--- config.mk ---
export PLATFORM = sky130hd
export DESIGN_NAME = htr_router
export DESIGN_NICKNAME = d
export VERILOG_FILES = /design/src/design/htr_pkg.sv /design/src/design/htr_bit_select.sv /design/src/design/htr_router.sv
export SDC_FILE = /design/constraint.sdc
export NUM_CORES = 1
export LEC_CHECK = 0
export BUFFER_PORTS_ARGS = -buffer_cell sky130_fd_sc_hd__clkbuf_2
export CAP_MARGIN = 20
export CORE_ASPECT_RATIO = 0.75
export CORE_MARGIN = 2
export CORE_UTILIZATION = 44
export DETAILED_ROUTE_END_ITERATION = 8
export PLACE_DENSITY_LB_ADDON = 0.3
export SYNTH_ARGS = -nofsm -noshare
export SYNTH_HDL_FRONTEND = slang
export SYNTH_HIERARCHICAL = 1
export SYNTH_SLANG_ARGS = --single-unit
--- constraint.sdc ---
create_clock -name sys_clk_in -period 1.76 [get_ports sys_clk_in]
set_input_delay 0.176 -clock sys_clk_in [delete_from_list [all_inputs] [get_ports sys_clk_in]]
set_output_delay 0.176 -clock sys_clk_in [all_outputs]
set_load 0.02 [all_outputs]
--- src/design/htr_pkg.sv ---
// Package of constants and carrier types for the HDLC timeslot router
package htr_pkg;
  // ==========================================================================
  // Register map
  localparam logic [7:0] HTR_ADDR_RX_ROUTE = 8'hB8;
  localparam logic [7:0] HTR_ADDR_RX_MASK  = 8'hB9;
  localparam logic [7:0] HTR_ADDR_TX_ROUTE = 8'hBA;
  localparam logic [7:0] HTR_ADDR_TX_MASK  = 8'hBB;
  localparam logic [7:0] HTR_RESET_VALUE   = 8'h00;
  // ==========================================================================
  // Route register fields
  localparam int HTR_BIT_SOURCE  = 7;
  localparam int HTR_BIT_SA_SLOT = 6;
  localparam int HTR_BIT_MODE    = 5;
  localparam int HTR_FIELD_MSB   = 4;
  // ==========================================================================
  // Frame geometry
  localparam int          HTR_SLOTS       = 32;
  localparam int          HTR_SA_COUNT    = 5;
  localparam logic [4:0]  HTR_SA_SLOT     = 5'h00;
  localparam logic [2:0]  HTR_SA4_BITPOS  = 3'h3;
  localparam logic [2:0]  HTR_DS0_LAST_BIT = 3'h7;

  typedef struct packed {
    logic       frame_odd;
    logic [4:0] slot;
    logic [2:0] bit_pos;
  } htr_pos_type;

  typedef struct packed {
    logic [7:0] addr;
    logic [7:0] wdata;
    logic       wr;
    logic       rd;
  } htr_cpu_type;
endpackage : htr_pkg

--- src/design/htr_bit_select.sv ---
// Per-bit selection decode shared by receive and transmit paths
`timescale 1ns/1ps
module htr_bit_select (
  input  wire htr_pkg::htr_pos_type pos_in,
  input  wire logic [7:0]           route_in,
  input  wire logic [7:0]           mask_in,
  input  wire logic [31:0]          chan_blk_in,
  input  wire logic                 sa_use_route_in,
  input  wire logic [4:0]           sa_alt_in,
  output logic                      select_out
);
  import htr_pkg::*;

  logic [4:0] sa_en;
  logic [2:0] sa_idx;
  logic       slot_hit;
  logic       sa_hit;

  // ==========================================================================
  // Sa enables, bit 4 is Sa4 down to bit 0 Sa8
  assign sa_en    = sa_use_route_in ? route_in[HTR_FIELD_MSB:0] : sa_alt_in;
  assign sa_idx   = 3'(pos_in.bit_pos - HTR_SA4_BITPOS);
  assign sa_hit   = pos_in.frame_odd && (pos_in.slot == HTR_SA_SLOT) &&
                    (pos_in.bit_pos >= HTR_SA4_BITPOS) &&
                    sa_en[3'(HTR_SA_COUNT - 1) - sa_idx];
  // ==========================================================================
  // Timeslot match, single field or channel block
  assign slot_hit = route_in[HTR_BIT_MODE] ? chan_blk_in[pos_in.slot]
                                           : (pos_in.slot == route_in[HTR_FIELD_MSB:0]);

  always_comb begin
    if (!sa_use_route_in || !route_in[HTR_BIT_SA_SLOT]) begin
      select_out = sa_hit;
    end else begin
      select_out = slot_hit && !mask_in[HTR_DS0_LAST_BIT - pos_in.bit_pos];
    end
  end
endmodule : htr_bit_select

--- src/design/htr_router.sv ---
// Top of the HDLC timeslot router for one framer
//
// Operation
// RL1 - Source bit 0 takes Sa bits from control-two register; 1 uses route register.
// RL2 - Receive route bit 6: 0 feeds Sa bits, 1 feeds DS0 channel bits.
// RL3 - Receive Sa mode: bits 4..0 enable Sa4..Sa8 positions.
// RL4 - Receive DS0 mode bit 5 set: timeslots from receive channel-block registers.
// RL5 - Receive DS0 mode bit 5 clear: single timeslot numbered by bits 4..0.
// RL6 - Receive mask bits 7..0 suppress DS0 bits 1..8.
// RL7 - Transmit enable bit 7 clear: no HDLC data inserted.
// RL8 - Transmit bit 6 picks Sa or DS0; ignored while disabled.
// RL9 - Transmit Sa mode: bits 4..0 enable Sa4..Sa8 insertion.
// RL10 - Transmit DS0 mode bit 5 set: timeslots from transmit channel-block registers.
// RL11 - Transmit DS0 mode bit 5 clear: single timeslot numbered by bits 4..0.
// RL12 - Transmit mask register at BB suppresses DS0 bits from insertion.
// RL13 - Unselected bits pass framer data; HDLC stream skips them without loss.
`timescale 1ns/1ps
module htr_router #(
  parameter int SLOT_COUNT = htr_pkg::HTR_SLOTS
) (
  input  wire logic                 sys_clk_in,
  input  wire logic                 reset_n_in,
  input  wire htr_pkg::htr_cpu_type cpu_in,
  output logic [7:0]                cpu_rdata_out,
  input  wire logic [4:0]           rx_control_two_in,
  input  wire logic [31:0]          rx_channel_block_regs_in,
  input  wire logic [31:0]          tx_channel_block_regs_in,
  input  wire logic                 rx_bit_valid_in,
  input  wire htr_pkg::htr_pos_type rx_pos_in,
  input  wire logic                 rx_bit_in,
  output logic                      rx_hdlc_valid_out,
  output logic                      rx_hdlc_bit_out,
  input  wire logic                 tx_bit_valid_in,
  input  wire htr_pkg::htr_pos_type tx_pos_in,
  input  wire logic                 tx_bit_in,
  input  wire logic                 tx_hdlc_bit_in,
  output logic                      tx_hdlc_take_out,
  output logic                      tx_bit_valid_out,
  output logic                      tx_bit_out
);
  import htr_pkg::*;

  // ==========================================================================
  // Configuration registers
  logic [7:0] rx_hdlc_route_ctrl;
  logic [7:0] rx_hdlc_bit_mask;
  logic [7:0] tx_hdlc_route_ctrl;
  logic [7:0] tx_hdlc_bit_mask;

  // ==========================================================================
  // Bus decode
  logic       wr_rx_route;
  logic       wr_rx_mask;
  logic       wr_tx_route;
  logic       wr_tx_mask;
  logic [7:0] next_rdata;

  // ==========================================================================
  // Selection and stream nets
  logic       rx_source_sel;
  logic       tx_enable;
  logic       rx_sel;
  logic       tx_sel;
  logic       next_rx_valid;
  logic       next_tx_bit;

  // ==========================================================================
  // Elaboration checks; the slot field is five bits wide
  if (SLOT_COUNT != HTR_SLOTS) begin : g_bad_slot_count
    $error("htr_router: SLOT_COUNT must equal HTR_SLOTS");
  end
  if ($bits(rx_channel_block_regs_in) != SLOT_COUNT) begin : g_bad_rx_blk
    $error("htr_router: receive channel block width must equal SLOT_COUNT");
  end
  if ($bits(tx_channel_block_regs_in) != SLOT_COUNT) begin : g_bad_tx_blk
    $error("htr_router: transmit channel block width must equal SLOT_COUNT");
  end

  // ==========================================================================
  // Write strobes, one per register
  assign wr_rx_route = cpu_in.wr && (cpu_in.addr == HTR_ADDR_RX_ROUTE);
  assign wr_rx_mask  = cpu_in.wr && (cpu_in.addr == HTR_ADDR_RX_MASK);
  assign wr_tx_route = cpu_in.wr && (cpu_in.addr == HTR_ADDR_TX_ROUTE);
  assign wr_tx_mask  = cpu_in.wr && (cpu_in.addr == HTR_ADDR_TX_MASK); // RL12

  // ==========================================================================
  // Receive route register
  always_ff @(posedge sys_clk_in or negedge reset_n_in) begin
    if (!reset_n_in) begin
      rx_hdlc_route_ctrl <= HTR_RESET_VALUE;
    end else if (wr_rx_route) begin
      rx_hdlc_route_ctrl <= cpu_in.wdata;
    end
  end

  // ==========================================================================
  // Receive bit mask register
  always_ff @(posedge sys_clk_in or negedge reset_n_in) begin
    if (!reset_n_in) begin
      rx_hdlc_bit_mask <= HTR_RESET_VALUE;
    end else if (wr_rx_mask) begin
      rx_hdlc_bit_mask <= cpu_in.wdata; // RL6
    end
  end

  // ==========================================================================
  // Transmit route register
  always_ff @(posedge sys_clk_in or negedge reset_n_in) begin
    if (!reset_n_in) begin
      tx_hdlc_route_ctrl <= HTR_RESET_VALUE;
    end else if (wr_tx_route) begin
      tx_hdlc_route_ctrl <= cpu_in.wdata;
    end
  end

  // ==========================================================================
  // Transmit bit mask register
  always_ff @(posedge sys_clk_in or negedge reset_n_in) begin
    if (!reset_n_in) begin
      tx_hdlc_bit_mask <= HTR_RESET_VALUE;
    end else if (wr_tx_mask) begin
      tx_hdlc_bit_mask <= cpu_in.wdata; // RL12
    end
  end

  // ==========================================================================
  // Read data select; unmapped addresses read as zero
  always_comb begin
    case (cpu_in.addr)
      HTR_ADDR_RX_ROUTE: next_rdata = rx_hdlc_route_ctrl;
      HTR_ADDR_RX_MASK:  next_rdata = rx_hdlc_bit_mask;
      HTR_ADDR_TX_ROUTE: next_rdata = tx_hdlc_route_ctrl;
      HTR_ADDR_TX_MASK:  next_rdata = tx_hdlc_bit_mask;
      default:           next_rdata = HTR_RESET_VALUE;
    endcase
  end

  // ==========================================================================
  // Read data register, holds until the next read
  always_ff @(posedge sys_clk_in or negedge reset_n_in) begin
    if (!reset_n_in) begin
      cpu_rdata_out <= HTR_RESET_VALUE;
    end else if (cpu_in.rd) begin
      cpu_rdata_out <= next_rdata;
    end
  end

  // ==========================================================================
  // Control bits used outside the selectors
  assign rx_source_sel = rx_hdlc_route_ctrl[HTR_BIT_SOURCE]; // RL1
  assign tx_enable     = tx_hdlc_route_ctrl[HTR_BIT_SOURCE]; // RL7 RL8

  // ==========================================================================
  // Receive selection
  htr_bit_select u_rx_sel (
    .pos_in          (rx_pos_in),
    .route_in        (rx_hdlc_route_ctrl),
    .mask_in         (rx_hdlc_bit_mask),                   // RL6
    .chan_blk_in     (rx_channel_block_regs_in),           // RL4
    .sa_use_route_in (rx_source_sel),                      // RL1
    .sa_alt_in       (rx_control_two_in),
    .select_out      (rx_sel)                              // RL2 RL3 RL5
  );

  // ==========================================================================
  // Transmit selection
  htr_bit_select u_tx_sel (
    .pos_in          (tx_pos_in),
    .route_in        (tx_hdlc_route_ctrl),                 // RL8 RL9 RL11
    .mask_in         (tx_hdlc_bit_mask),                   // RL12
    .chan_blk_in     (tx_channel_block_regs_in),           // RL10
    .sa_use_route_in (1'b1),
    .sa_alt_in       (5'h00),
    .select_out      (tx_sel)
  );

  // ==========================================================================
  // Receive valid to HDLC controller
  assign next_rx_valid = rx_bit_valid_in && rx_sel; // RL13

  always_ff @(posedge sys_clk_in or negedge reset_n_in) begin
    if (!reset_n_in) begin
      rx_hdlc_valid_out <= 1'b0;
    end else begin
      rx_hdlc_valid_out <= next_rx_valid;
    end
  end

  // ==========================================================================
  // Receive data bit
  always_ff @(posedge sys_clk_in or negedge reset_n_in) begin
    if (!reset_n_in) begin
      rx_hdlc_bit_out <= 1'b0;
    end else begin
      rx_hdlc_bit_out <= rx_bit_in;
    end
  end

  // ==========================================================================
  // Transmit insertion; HDLC bit consumed only when inserted
  assign tx_hdlc_take_out = tx_bit_valid_in && tx_sel && tx_enable;          // RL7 RL13
  assign next_tx_bit      = tx_hdlc_take_out ? tx_hdlc_bit_in : tx_bit_in; // RL7 RL13

  // ==========================================================================
  // Transmit valid
  always_ff @(posedge sys_clk_in or negedge reset_n_in) begin
    if (!reset_n_in) begin
      tx_bit_valid_out <= 1'b0;
    end else begin
      tx_bit_valid_out <= tx_bit_valid_in;
    end
  end

  // ==========================================================================
  // Transmit data bit
  always_ff @(posedge sys_clk_in or negedge reset_n_in) begin
    if (!reset_n_in) begin
      tx_bit_out <= 1'b0;
    end else begin
      tx_bit_out <= next_tx_bit;
    end
  end
endmodule : htr_router

Word-level counts from Yosys, hierarchy flattened
Index checks and enable logic that the tools add are counted.
{ "word_totals": {"regBits": 44, "word_cells": 70} }
{ "classes": {"addsub": 6, "magnitude_cmp": 8, "eq_ne": 6, "muxes": 19, "n_reduce_logical": 22} }
{ "op_table": {"columns": ["operator", "n"], "rows": [
  ["== test 8 bit (second input constant)", 4],
  ["one-hot mux 8 bit (4 select lines)", 1],
  ["less-than comparator 3 x 4 -> 1 bit (second input constant)", 4],
  ["logical AND 1 bit", 15],
  ["binary-select mux 1 bit (select 3 bit)", 4],
  ["less-than comparator 5 x 6 -> 1 bit (second input constant)", 2],
  ["subtractor 3 bit (first input constant)", 4],
  ["two-way mux 1 bit", 11],
  ["binary-select mux 1 bit (select 5 bit)", 2],
  ["== test 5 bit", 2],
  ["zero test 5 bit", 2],
  [">= comparator 3 x 2 -> 1 bit (second input constant)", 2],
  ["subtractor 3 x 2 -> 3 bit (second input constant)", 2],
  ["two-way mux 5 bit", 1],
  ["zero test 1 bit", 4],
  ["logical OR 1 bit", 1]
]} }

Logic depth before layout (Yosys ltp)
Gate-level depths: netlist (run 1).
{ "depth": {"depth_word": 9, "ltp_mapped": 8, "ltp_nobuf": 7} }

By module
Netlist (run 1), hierarchy kept.
{ "modules_own_cells": {"columns": ["module", "instances", "cells_per_inst", "area_per_inst_um2", "seq_area_each_um2"], "rows": [
  ["htr_router", 1, 119, 1946.9, 1101.1],
  ["htr_bit_select (u_rx_sel)", 1, 54, 558.0, 0.0],
  ["htr_bit_select (u_tx_sel)", 1, 50, 546.8, 0.0]
]} }

Worst setup path after synthesis (run 1)
OpenSTA, ideal clock, no wires.
{ "synth_timing": {"path_kind": "input to register", "start": "input port tx_pos_in[3] (netlist bit)", "end": "register tx_bit_out", "setup_ns": 0.125, "t_arrival_ns": 1.796, "required_time_ns": 1.635, "slack_ns": -0.161, "cell_stages": 8, "cell_sequence": "buf_6 -> mux4_1 -> mux2i_1 -> a221oi_1 -> a32oi_1 -> o22ai_1 -> and3_1 -> mux2_2"} }
{ "synth_between": {"elab_chain_len": 8} }
{ "synth_rtl": {"columns": ["element", "line", "text"], "rows": [
  ["start: declaration", "htr_router.sv:34", "input wire htr_pkg::htr_pos_type tx_pos_in,"],
  ["binary-select mux 1 bit (select 5 bit) / zero test 5 bit (equally long branches)", "htr_bit_select.sv:28, htr_bit_select.sv:23", null],
  ["two-way mux 1 bit (not written as such) / logical AND 1 bit (equally long branches)", "htr_bit_select.sv:28, htr_bit_select.sv:23", null],
  ["two-way mux 1 bit / logical AND 1 bit (equally long branches)", "htr_bit_select.sv:28, htr_bit_select.sv:23", null],
  ["logical AND 1 bit, on equally long branches", "htr_bit_select.sv:35, htr_bit_select.sv:24", null],
  ["two-way mux 1 bit *", "htr_bit_select.sv:32", "if (!sa_use_route_in || !route_in[HTR_BIT_SA_SLOT]) begin"],
  ["via tx_sel", "htr_router.sv:63", "logic tx_sel;"],
  ["logical AND 1 bit * (2 in a row)", "htr_router.sv:201", "assign tx_hdlc_take_out = tx_bit_valid_in && tx_sel && tx_enable;"],
  ["via tx_hdlc_take_out", "htr_router.sv:37", "output logic tx_hdlc_take_out,"],
  ["two-way mux 1 bit *", "htr_router.sv:202", "assign next_tx_bit = tx_hdlc_take_out ? tx_hdlc_bit_in : tx_bit_in;"],
  ["via next_tx_bit", "htr_router.sv:65", "logic next_tx_bit;"],
  ["end signal: assignment", "htr_router.sv:220", "tx_bit_out <= next_tx_bit;"],
  ["end: declaration", "htr_router.sv:39", "output logic tx_bit_out"]
]} }
The timed path passes the listed nets; every way through them passes the cells marked *. The select of a mux whose other input is x is not followed.
A chain may end at the register's enable or synchronous reset.

Worst setup path after layout (run 1)
{ "layout_timing": {"start": "register tx_hdlc_bit_mask[4]", "end": "output port tx_hdlc_take_out"} }
{ "layout_between": {"elab_chain_len": 7} }
{ "layout_rtl": {"columns": ["element", "line", "text"], "rows": [
  ["start: declaration", "htr_router.sv:48", "logic [7:0] tx_hdlc_bit_mask;"],
  ["start signal: assignment", "htr_router.sv:122", "tx_hdlc_bit_mask <= cpu_in.wdata;"],
  ["binary-select mux 1 bit (select 3 bit)", "htr_bit_select.sv:35", "select_out = slot_hit && !mask_in[HTR_DS0_LAST_BIT - pos_in.bit_pos];"],
  ["two-way mux 1 bit (not written as such)", "htr_bit_select.sv:35", null],
  ["zero test 1 bit", "htr_bit_select.sv:35", null],
  ["logical AND 1 bit", "htr_bit_select.sv:35", null],
  ["two-way mux 1 bit", "htr_bit_select.sv:32", null],
  ["via tx_sel", "htr_router.sv:63", null],
  ["logical AND 1 bit (2 in a row)", "htr_router.sv:201", null],
  ["end: declaration", "htr_router.sv:37", null]
]} }
The timed path passes the listed nets, and every way through them passes these cells. The select of a mux whose other input is x is not followed.

==> results of run 1 <==
==> layer usage <==
metal / vias up / global-route usage [%] / part of all wire (%) / wire length, µm
li1: 1205 / - / - / -
met1: 1249 / 31.0 / 44 / 3460
met2: 82 / 35.6 / 49 / 3820
met3: 4 / 4.59 / 6.5 / 506
met4: 0 / 2.88 / 0.59 / 46
met5: - / 0 / 0 / 0
==> power breakdown <==
part           internal [mW]  total [mW]  switching [mW]
Sequential              1.05        1.08          0.0299
Combinational          0.316       0.546           0.230
Clock                  0.350       0.678           0.328
Total                   1.71        2.30           0.588
==> cells in the final DEF (no fill, tap or decap), types with 4 or more instances in the layout <==
master	netlist	layout
nor4_4	4	4
clkbuf_8	0	7
mux2i_1	10	9
nand2_1	4	4
a31o_2	8	8
dfrtp_1	44	44
nand3b_1	4	4
nor2b_1	12	12
xor2_1	5	5
nand3_1	4	4
xnor2_1	5	5
clkbuf_2	0	122
nor2_1	5	5
conb_1	2	6
mux2_2	30	29
buf_4	1	42
nand2b_1	6	6
mux2_1	6	6
mux4_2	21	27
==> layout make-up <==
class / count / area [µm²] / area share [%]
Multi-Input combinational cell: 166 / 1870 / 44.8
Sequential cell: 44 / 1100 / 26.4
Timing Repair Buffer: 169 / 992 / 23.7
Tap cell: 84 / 105 / 2.52
Clock buffer: 7 / 96.3 / 2.31
Inverter: 3 / 11.3 / 0.270
==> cells in the mapped netlist (2+ instances only) <==
| cell | instances | area, µm² |
|---|---|---|
| a211oi_1 | 3 | 22.5 |
| a21oi_1 | 3 | 15.0 |
| a221oi_1 | 2 | 17.5 |
| a31o_2 | 8 | 70.1 |
| a32oi_1 | 2 | 17.5 |
| buf_2 | 5 | 25.0 |
| buf_6 | 4 | 45.0 |
| clkbuf_1 | 3 | 11.3 |
| conb_1 | 2 | 7.51 |
| dfrtp_1 | 44 | 1100 |
| inv_1 | 3 | 11.3 |
| mux2_1 | 6 | 67.6 |
| mux2_2 | 30 | 338 |
| mux2i_1 | 10 | 100 |
| mux4_1 | 7 | 184 |
| mux4_2 | 21 | 473 |
| nand2_1 | 4 | 15.0 |
| nand2b_1 | 6 | 37.5 |
| nand3_1 | 4 | 20.0 |
| nand3b_1 | 4 | 30.0 |
| nand4_1 | 3 | 18.8 |
| nor2_1 | 5 | 18.8 |
| nor2b_1 | 12 | 75.1 |
| nor4_4 | 4 | 85.1 |
| xnor2_1 | 5 | 43.8 |
| xor2_1 | 5 | 43.8 |
==> worst reg2reg max path, cell delays in order, from the launching register on <==
cell     delay, ns
dfrtp_1       0.40
buf_4         0.15
mux2_1        0.28
a21o_1        0.18
nand4_1       0.09
o22ai_2       0.11
and3_4        0.21
buf_4         0.13
buf_6         0.10
mux2_4        0.28
==> path summary, 6_finish.rpt <==
kind / endpoint / slack [ns]
setup / recovery: tx_hdlc_take_out / -0.28
hold / removal: tx_bit_valid_out / 0.007
setup reg to reg: tx_bit_out / -0.28
hold reg to reg: tx_hdlc_bit_mask[5] / 0.54
max in group asynchronous: rx_hdlc_route_ctrl[3] / 0.88
min in group asynchronous: cpu_rdata_out[4] / 0.50
==> metrics by stage <==
stage	hold WS, ns	power, mW	instance area, µm²
floorplan	-0.120	1.38	3060
global placement	0.281	1.61	3980
detailed placement	0.288	1.63	3980
CTS	0.00182	2.32	4160
global route	0.000638	2.41	4180
finish	0.00750	2.30	4180
==> logic make-up after synthesis <==
group | after synthesis | share of synthesized area, %
AO/OA/AOI/OAI | 26 | 6.72
flip-flops | 44 | 36.1
other | 2 | 0.246
AND/OR/NAND/NOR | 50 | 12.5
XOR/XNOR | 10 | 2.87
buffers and inverters | 17 | 3.53
multiplexers | 74 | 38.1
==> repair_timing <==
action / 4_1_cts / 5_1_grt
cloned: 0 / 0
gates resized for setup: 6 / 5
hold endpoints to repair: 45 / 0
pin swaps: 2 / 1
setup buffers: 3 / 1
hold buffers: 2 / 0
endpoints found under the setup margin: 3 / 3
==> flip-flops by register name, indices dropped and copies added, names as in the netlist <==
register / count
rx_hdlc_bit_out: 1
rx_hdlc_valid_out: 1
tx_hdlc_route_ctrl: 8
rx_hdlc_route_ctrl: 8
cpu_rdata_out: 8
tx_hdlc_bit_mask: 8
tx_bit_out: 1
tx_bit_valid_out: 1
rx_hdlc_bit_mask: 8
==> flow_summary_export.csv, run 1 <==
group,metric,value,unit
clock_tree,cts_buffers,5,
synthesis,syn_inst,223,
finish,fin_cells,473,
setup_path,critPathKind,"flip-flop to primary output",
clock_tree,clkTransAtPathRegs,0.08,ns
hold_path,holdCritStartpoint,"tx_bit_valid_in",
setup_path,rr_worst_depth,9,
global_routing,overflow,0,
placement,place.gp.congestion,0.847,
clock_tree,cts-root-buf,"clkbuf_8",
sta,tightest_slew,0.554,ns
status,violations,"negative setup slack",
floorplanning,fp.dieArea,0.00762,mm²
clock_tree,clk_path_buf_depth,2,
drt,firstDrtPassIters,4,
sta,period_share,116,%
drt,ant_nets,0,
setup_path,critPathRequiredTime,1.58,ns
finish,drive_gt1_share,64.5,%
sta,timing.final.ws_setup,-0.279,ns
synthesis,synth_ff_type,"dfrtp_1",
setup_path,crit_path_start,"tx_hdlc_bit_mask[4]",
placement,port_buffers,124,
drt,vias,2540,
flow_run,drv_cap,0,
drt,drt_wl_total,7830,µm
floorplanning,core,0.00677,mm²
power,cellLeakagePower,2.08,nW
finish,diodes,0,
global_routing,antenna_found_initial,0,
clock_tree,cts_max_level,2,
placement,post-dp-hpwl,6430,µm
finish,final_nets,501,
setup_path,path_max_fanout,3,
floorplanning,row_count,26,
hold_path,worstHoldPathType,"input pin to flip-flop",
sta,slew-limit-headroom,63.1,%
synthesis,synth.avg_cell_area,13.7,µm²
power,ir_worst_vdd,0.288,mV
drt,wire_per_inst,16.6,µm
sta,rsz0062_at_grt,"true",
global_routing,grt_pass1_wl,13200,µm
drt,drcViolationCount,0,
synthesis,async_flop_share,100,%
sta,report.final.slew_viol_count,0,
sta,hold_viol_final,0,
global_routing,grt_max_degree,45,
global_routing,grt_use_total,21.8,%
sta,max_freq,0.490,GHz
drt,drt_first_iter_violations,126,
synthesis,syn_area,0.00305,mm²
clock_tree,cts.sinks,44,
setup_path,worstPathCellList,"mux4_2 -> mux2i_1 -> nand3_1 -> o22ai_2 -> and3_4 -> buf_8",
power,p_per_area,551,mW/mm²
floorplanning,io_pins,125,
clock_tree,clock_latency,0.29,ns
finish,areaGrowthSynthToFinish,36.9,%
setup_path,cp-end-kind,"primary output",
setup_path,worstReg2RegStart,"tx_hdlc_route_ctrl[4]",
sta,finalSetupTns,-0.564,ns
floorplanning,die_x,100,µm
synthesis,ys_ff_latch,44,
setup_path,arrival,1.86,ns
sta,skew,0.00446,ns
setup_path,max_stage_delay,0.47,ns
setup_path,cp-start-kind,"flip-flop",
floorplanning,start_util,45.1,%
global_routing,grt_pass1_vias,2735,
placement,place_inst,460,
sta,finalSetupViolCount,3,
placement,place_ws,-0.421,ns
synthesis,ys_seq_area_share,36.1,%
setup_path,cp_slowest_cell,"mux4_2",
finish,fillers,560,
setup_path,critical_path.top_delay_family,"multiplexers",
synthesis,yosysWarnings,6,
floorplanning,die_h,76.1,µm
clock_tree,cts_tree,"built",
hold_path,hold_path_depth,1,
finish,fin_util,61.7,%
setup_path,path_buf_inv,1,
synthesis,synth_cell_type_count,44,
sta,fin_crit,2.04,ns
status,status,"complete, but fails checks",
drt,vias_per_cell,5.37,
synthesis,synth_edf_count,0,
setup_path,cp_num_cells,6,
Power figures use the tool's default switching activity.
==> run 2, diff against run 1 <==
--- a/config.mk
+++ b/config.mk
@@ -6,9 +6,7 @@
 export NUM_CORES = 1
 export LEC_CHECK = 0
 export BUFFER_PORTS_ARGS = -buffer_cell sky130_fd_sc_hd__clkbuf_2
-export CAP_MARGIN = 20
 export CORE_ASPECT_RATIO = 0.75
-export CORE_MARGIN = 2
 export CORE_UTILIZATION = 44
 export DETAILED_ROUTE_END_ITERATION = 8
 export PLACE_DENSITY_LB_ADDON = 0.3
==> constraint.sdc (replaced) <==
create_clock -name sys_clk_in -period 1.76 [get_ports sys_clk_in]
set_input_delay 0.264 -clock sys_clk_in [delete_from_list [all_inputs] [get_ports sys_clk_in]]
set_output_delay 0.264 -clock sys_clk_in [all_outputs]
set_load 0.02 [all_outputs]
==> run 2 against run 1 <==
Effect of this change:
- the flow still finishes with violations (negative setup slack)
- non-clock buffer count decreased by 7
- clock-buffer cell count decreased by 2
- die area fell by 4.6%
- clock power up 17%
- final cell count shrank 1.9%
- critical path depth is 1 higher
- first-iteration DRC count shrank 15%
- total power grew 4.7%
- critical path type unchanged
- clock skew is 0.0098 ns higher
- fmax fell by 4.3%
- sequential cell count did not move
==> flow_summary_export.csv, run 2 (synthesis results as in run 1) <==
group,metric,value,unit
drt,drcViolationCount,0,
power,p_per_area,583,mW/mm²
global_routing,grt_pass1_vias,2594,
sta,hold_ws,0.0303,ns
clock_tree,cts_max_level,2,
power,p_total,2.41,mW
power,ir_worst_vdd,0.389,mV
flow_run,drv_cap,0,
clock_tree,cts_buffers,5,
sta,max_freq,0.470,GHz
clock_tree,clock_latency,0.30,ns
finish,drive_gt1_share,64.8,%
finish,fin_util,63.5,%
finish,final_nets,494,
drt,vias_per_cell,5.46,
power,cellLeakagePower,2.06,nW
sta,rsz0062_at_grt,"true",
placement,place_ws,-0.452,ns
floorplanning,core,0.00651,mm²
setup_path,critPathRequiredTime,1.50,ns
clock_tree,ctsHoldBuffers,0,
global_routing,antenna_found_initial,0,
floorplanning,die_h,74.1,µm
floorplanning,start_util,46.9,%
placement,port_buffers,124,
sta,hold_viol_final,0,
drt,drt_wl_total,7780,µm
finish,diodes,0,
setup_path,reg2reg_slack,-0.29,ns
status,status,"complete, but fails checks",
clock_tree,cts.sinks,44,
floorplanning,fp.dieArea,0.00728,mm²
placement,post-dp-hpwl,6220,µm
clock_tree,cts-root-buf,"clkbuf_8",
floorplanning,die_x,98.2,µm
drt,firstDrtPassIters,7,
clock_tree,clk_path_buf_depth,2,
status,violations,"negative setup slack",
sta,fin_crit,2.13,ns
floorplanning,row_count,25,
global_routing,grt_pass1_wl,12900,µm
global_routing,grt_use_total,23.1,%
setup_path,cp-start-kind,"flip-flop",
drt,drt_first_iter_violations,107,
drt,wire_per_inst,16.8,µm
sta,period_share,121,%
sta,slew-limit-headroom,62.7,%
sta,report.final.slew_viol_count,0,
global_routing,grt_max_degree,45,
setup_path,critPathKind,"flip-flop to primary output",
setup_path,worstPathCellList,"mux4_2 -> nand2_1 -> nor2_1 -> a21oi_1 -> o22ai_2 -> and3_4 -> buf_8",
drt,ant_nets,0,
clock_tree,clkTransAtPathRegs,0.09,ns
hold_path,worstHoldPathType,"input pin to async pin",
setup_path,cp-end-kind,"primary output",
setup_path,critical_path.top_delay_family,"multiplexers",
setup_path,max_stage_delay,0.48,ns
finish,final_common_cell,"clkbuf_2",
setup_path,cp_slowest_cell,"mux4_2",
drt,vias,2535,
placement,place.gp.congestion,0.842,
finish,areaGrowthSynthToFinish,35.4,%
sta,skew,0.0143,ns
finish,final_cell_mix,"clkbuf_2, dfrtp_1, buf_4",
clock_tree,cts_tree,"built",
setup_path,path_max_fanout,3,
setup_path,arrival,1.87,ns
floorplanning,io_pins,125,
sta,tightest_slew,0.560,ns
setup_path,path_buf_inv,1,
global_routing,overflow,0,
sta,timing.final.ws_setup,-0.370,ns
sta,finalSetupViolCount,2,
[run 2: changes by cell type in the layout (fill, tap and decap cells not counted), sizes merged]
cell         previous run  this run
buf                    45        40
bufinv                  0         1
clkbuf                129       127
clkinv                  0         2
dlygate4sd3             2         0
[run 2: routing by layer]
layer,GRT usage [%],routed length [µm],up-vias
met5,0,0,-
met3,4.89,355,4
met4,3.15,31,0
li1,-,-,1191
met1,33.2,3810,1243
met2,37.6,3590,97
[run 2: power by group]
| part | total [mW] | leakage (nW) | switching, mW | internal (mW) |
|---|---|---|---|---|
| Clock | 0.792 | 0.0583 | 0.365 | 0.428 |
| Sequential | 1.08 | 0.600 | 0.0348 | 1.05 |
| Combinational | 0.535 | 1.40 | 0.227 | 0.308 |
[run 2: worst paths after layout]
| kind | from | end | cells after the start |
|---|---|---|---|
| max | tx_hdlc_route_ctrl[2] | tx_hdlc_take_out | 7 |
| min | reset_n_in | cpu_rdata_out[0] | 2 |
| max reg2reg | tx_hdlc_bit_mask[1] | tx_bit_out | 8 |
| min reg2reg | rx_hdlc_bit_mask[0] | rx_hdlc_bit_mask[0] | 1 |
| max in group asynchronous | reset_n_in | rx_hdlc_route_ctrl[7] | 2 |
| min in group sys_clk_in | rx_bit_in | rx_hdlc_bit_out | 1 |
[run 2: final cells by class]
class	count	area, µm²
clock inverter	3	47.5
sequential	44	1100
timing repair buffer	162	935
multi-input combinational	166	1870
inverter	3	11.3
clock buffer	5	68.8
fill	541	2370
tap	81	101
[run 2: timing repair]
item	4_1_cts	5_1_grt
resized for setup	4	7
pin swaps	3	3
setup buffers	2	1
endpoints found under the setup margin	3	3
[run 2: through the flow]
stage	cells	area (µm²)	TNS, ns
6_report	464	4130	-0.658
5_1_grt	464	4130	-0.925
3_5_place_dp	453	3960	-1.02
3_3_place_gp	453	3960	-0.995
2_1_floorplan	227	3070	-0.141
4_1_cts	463	4110	-0.603
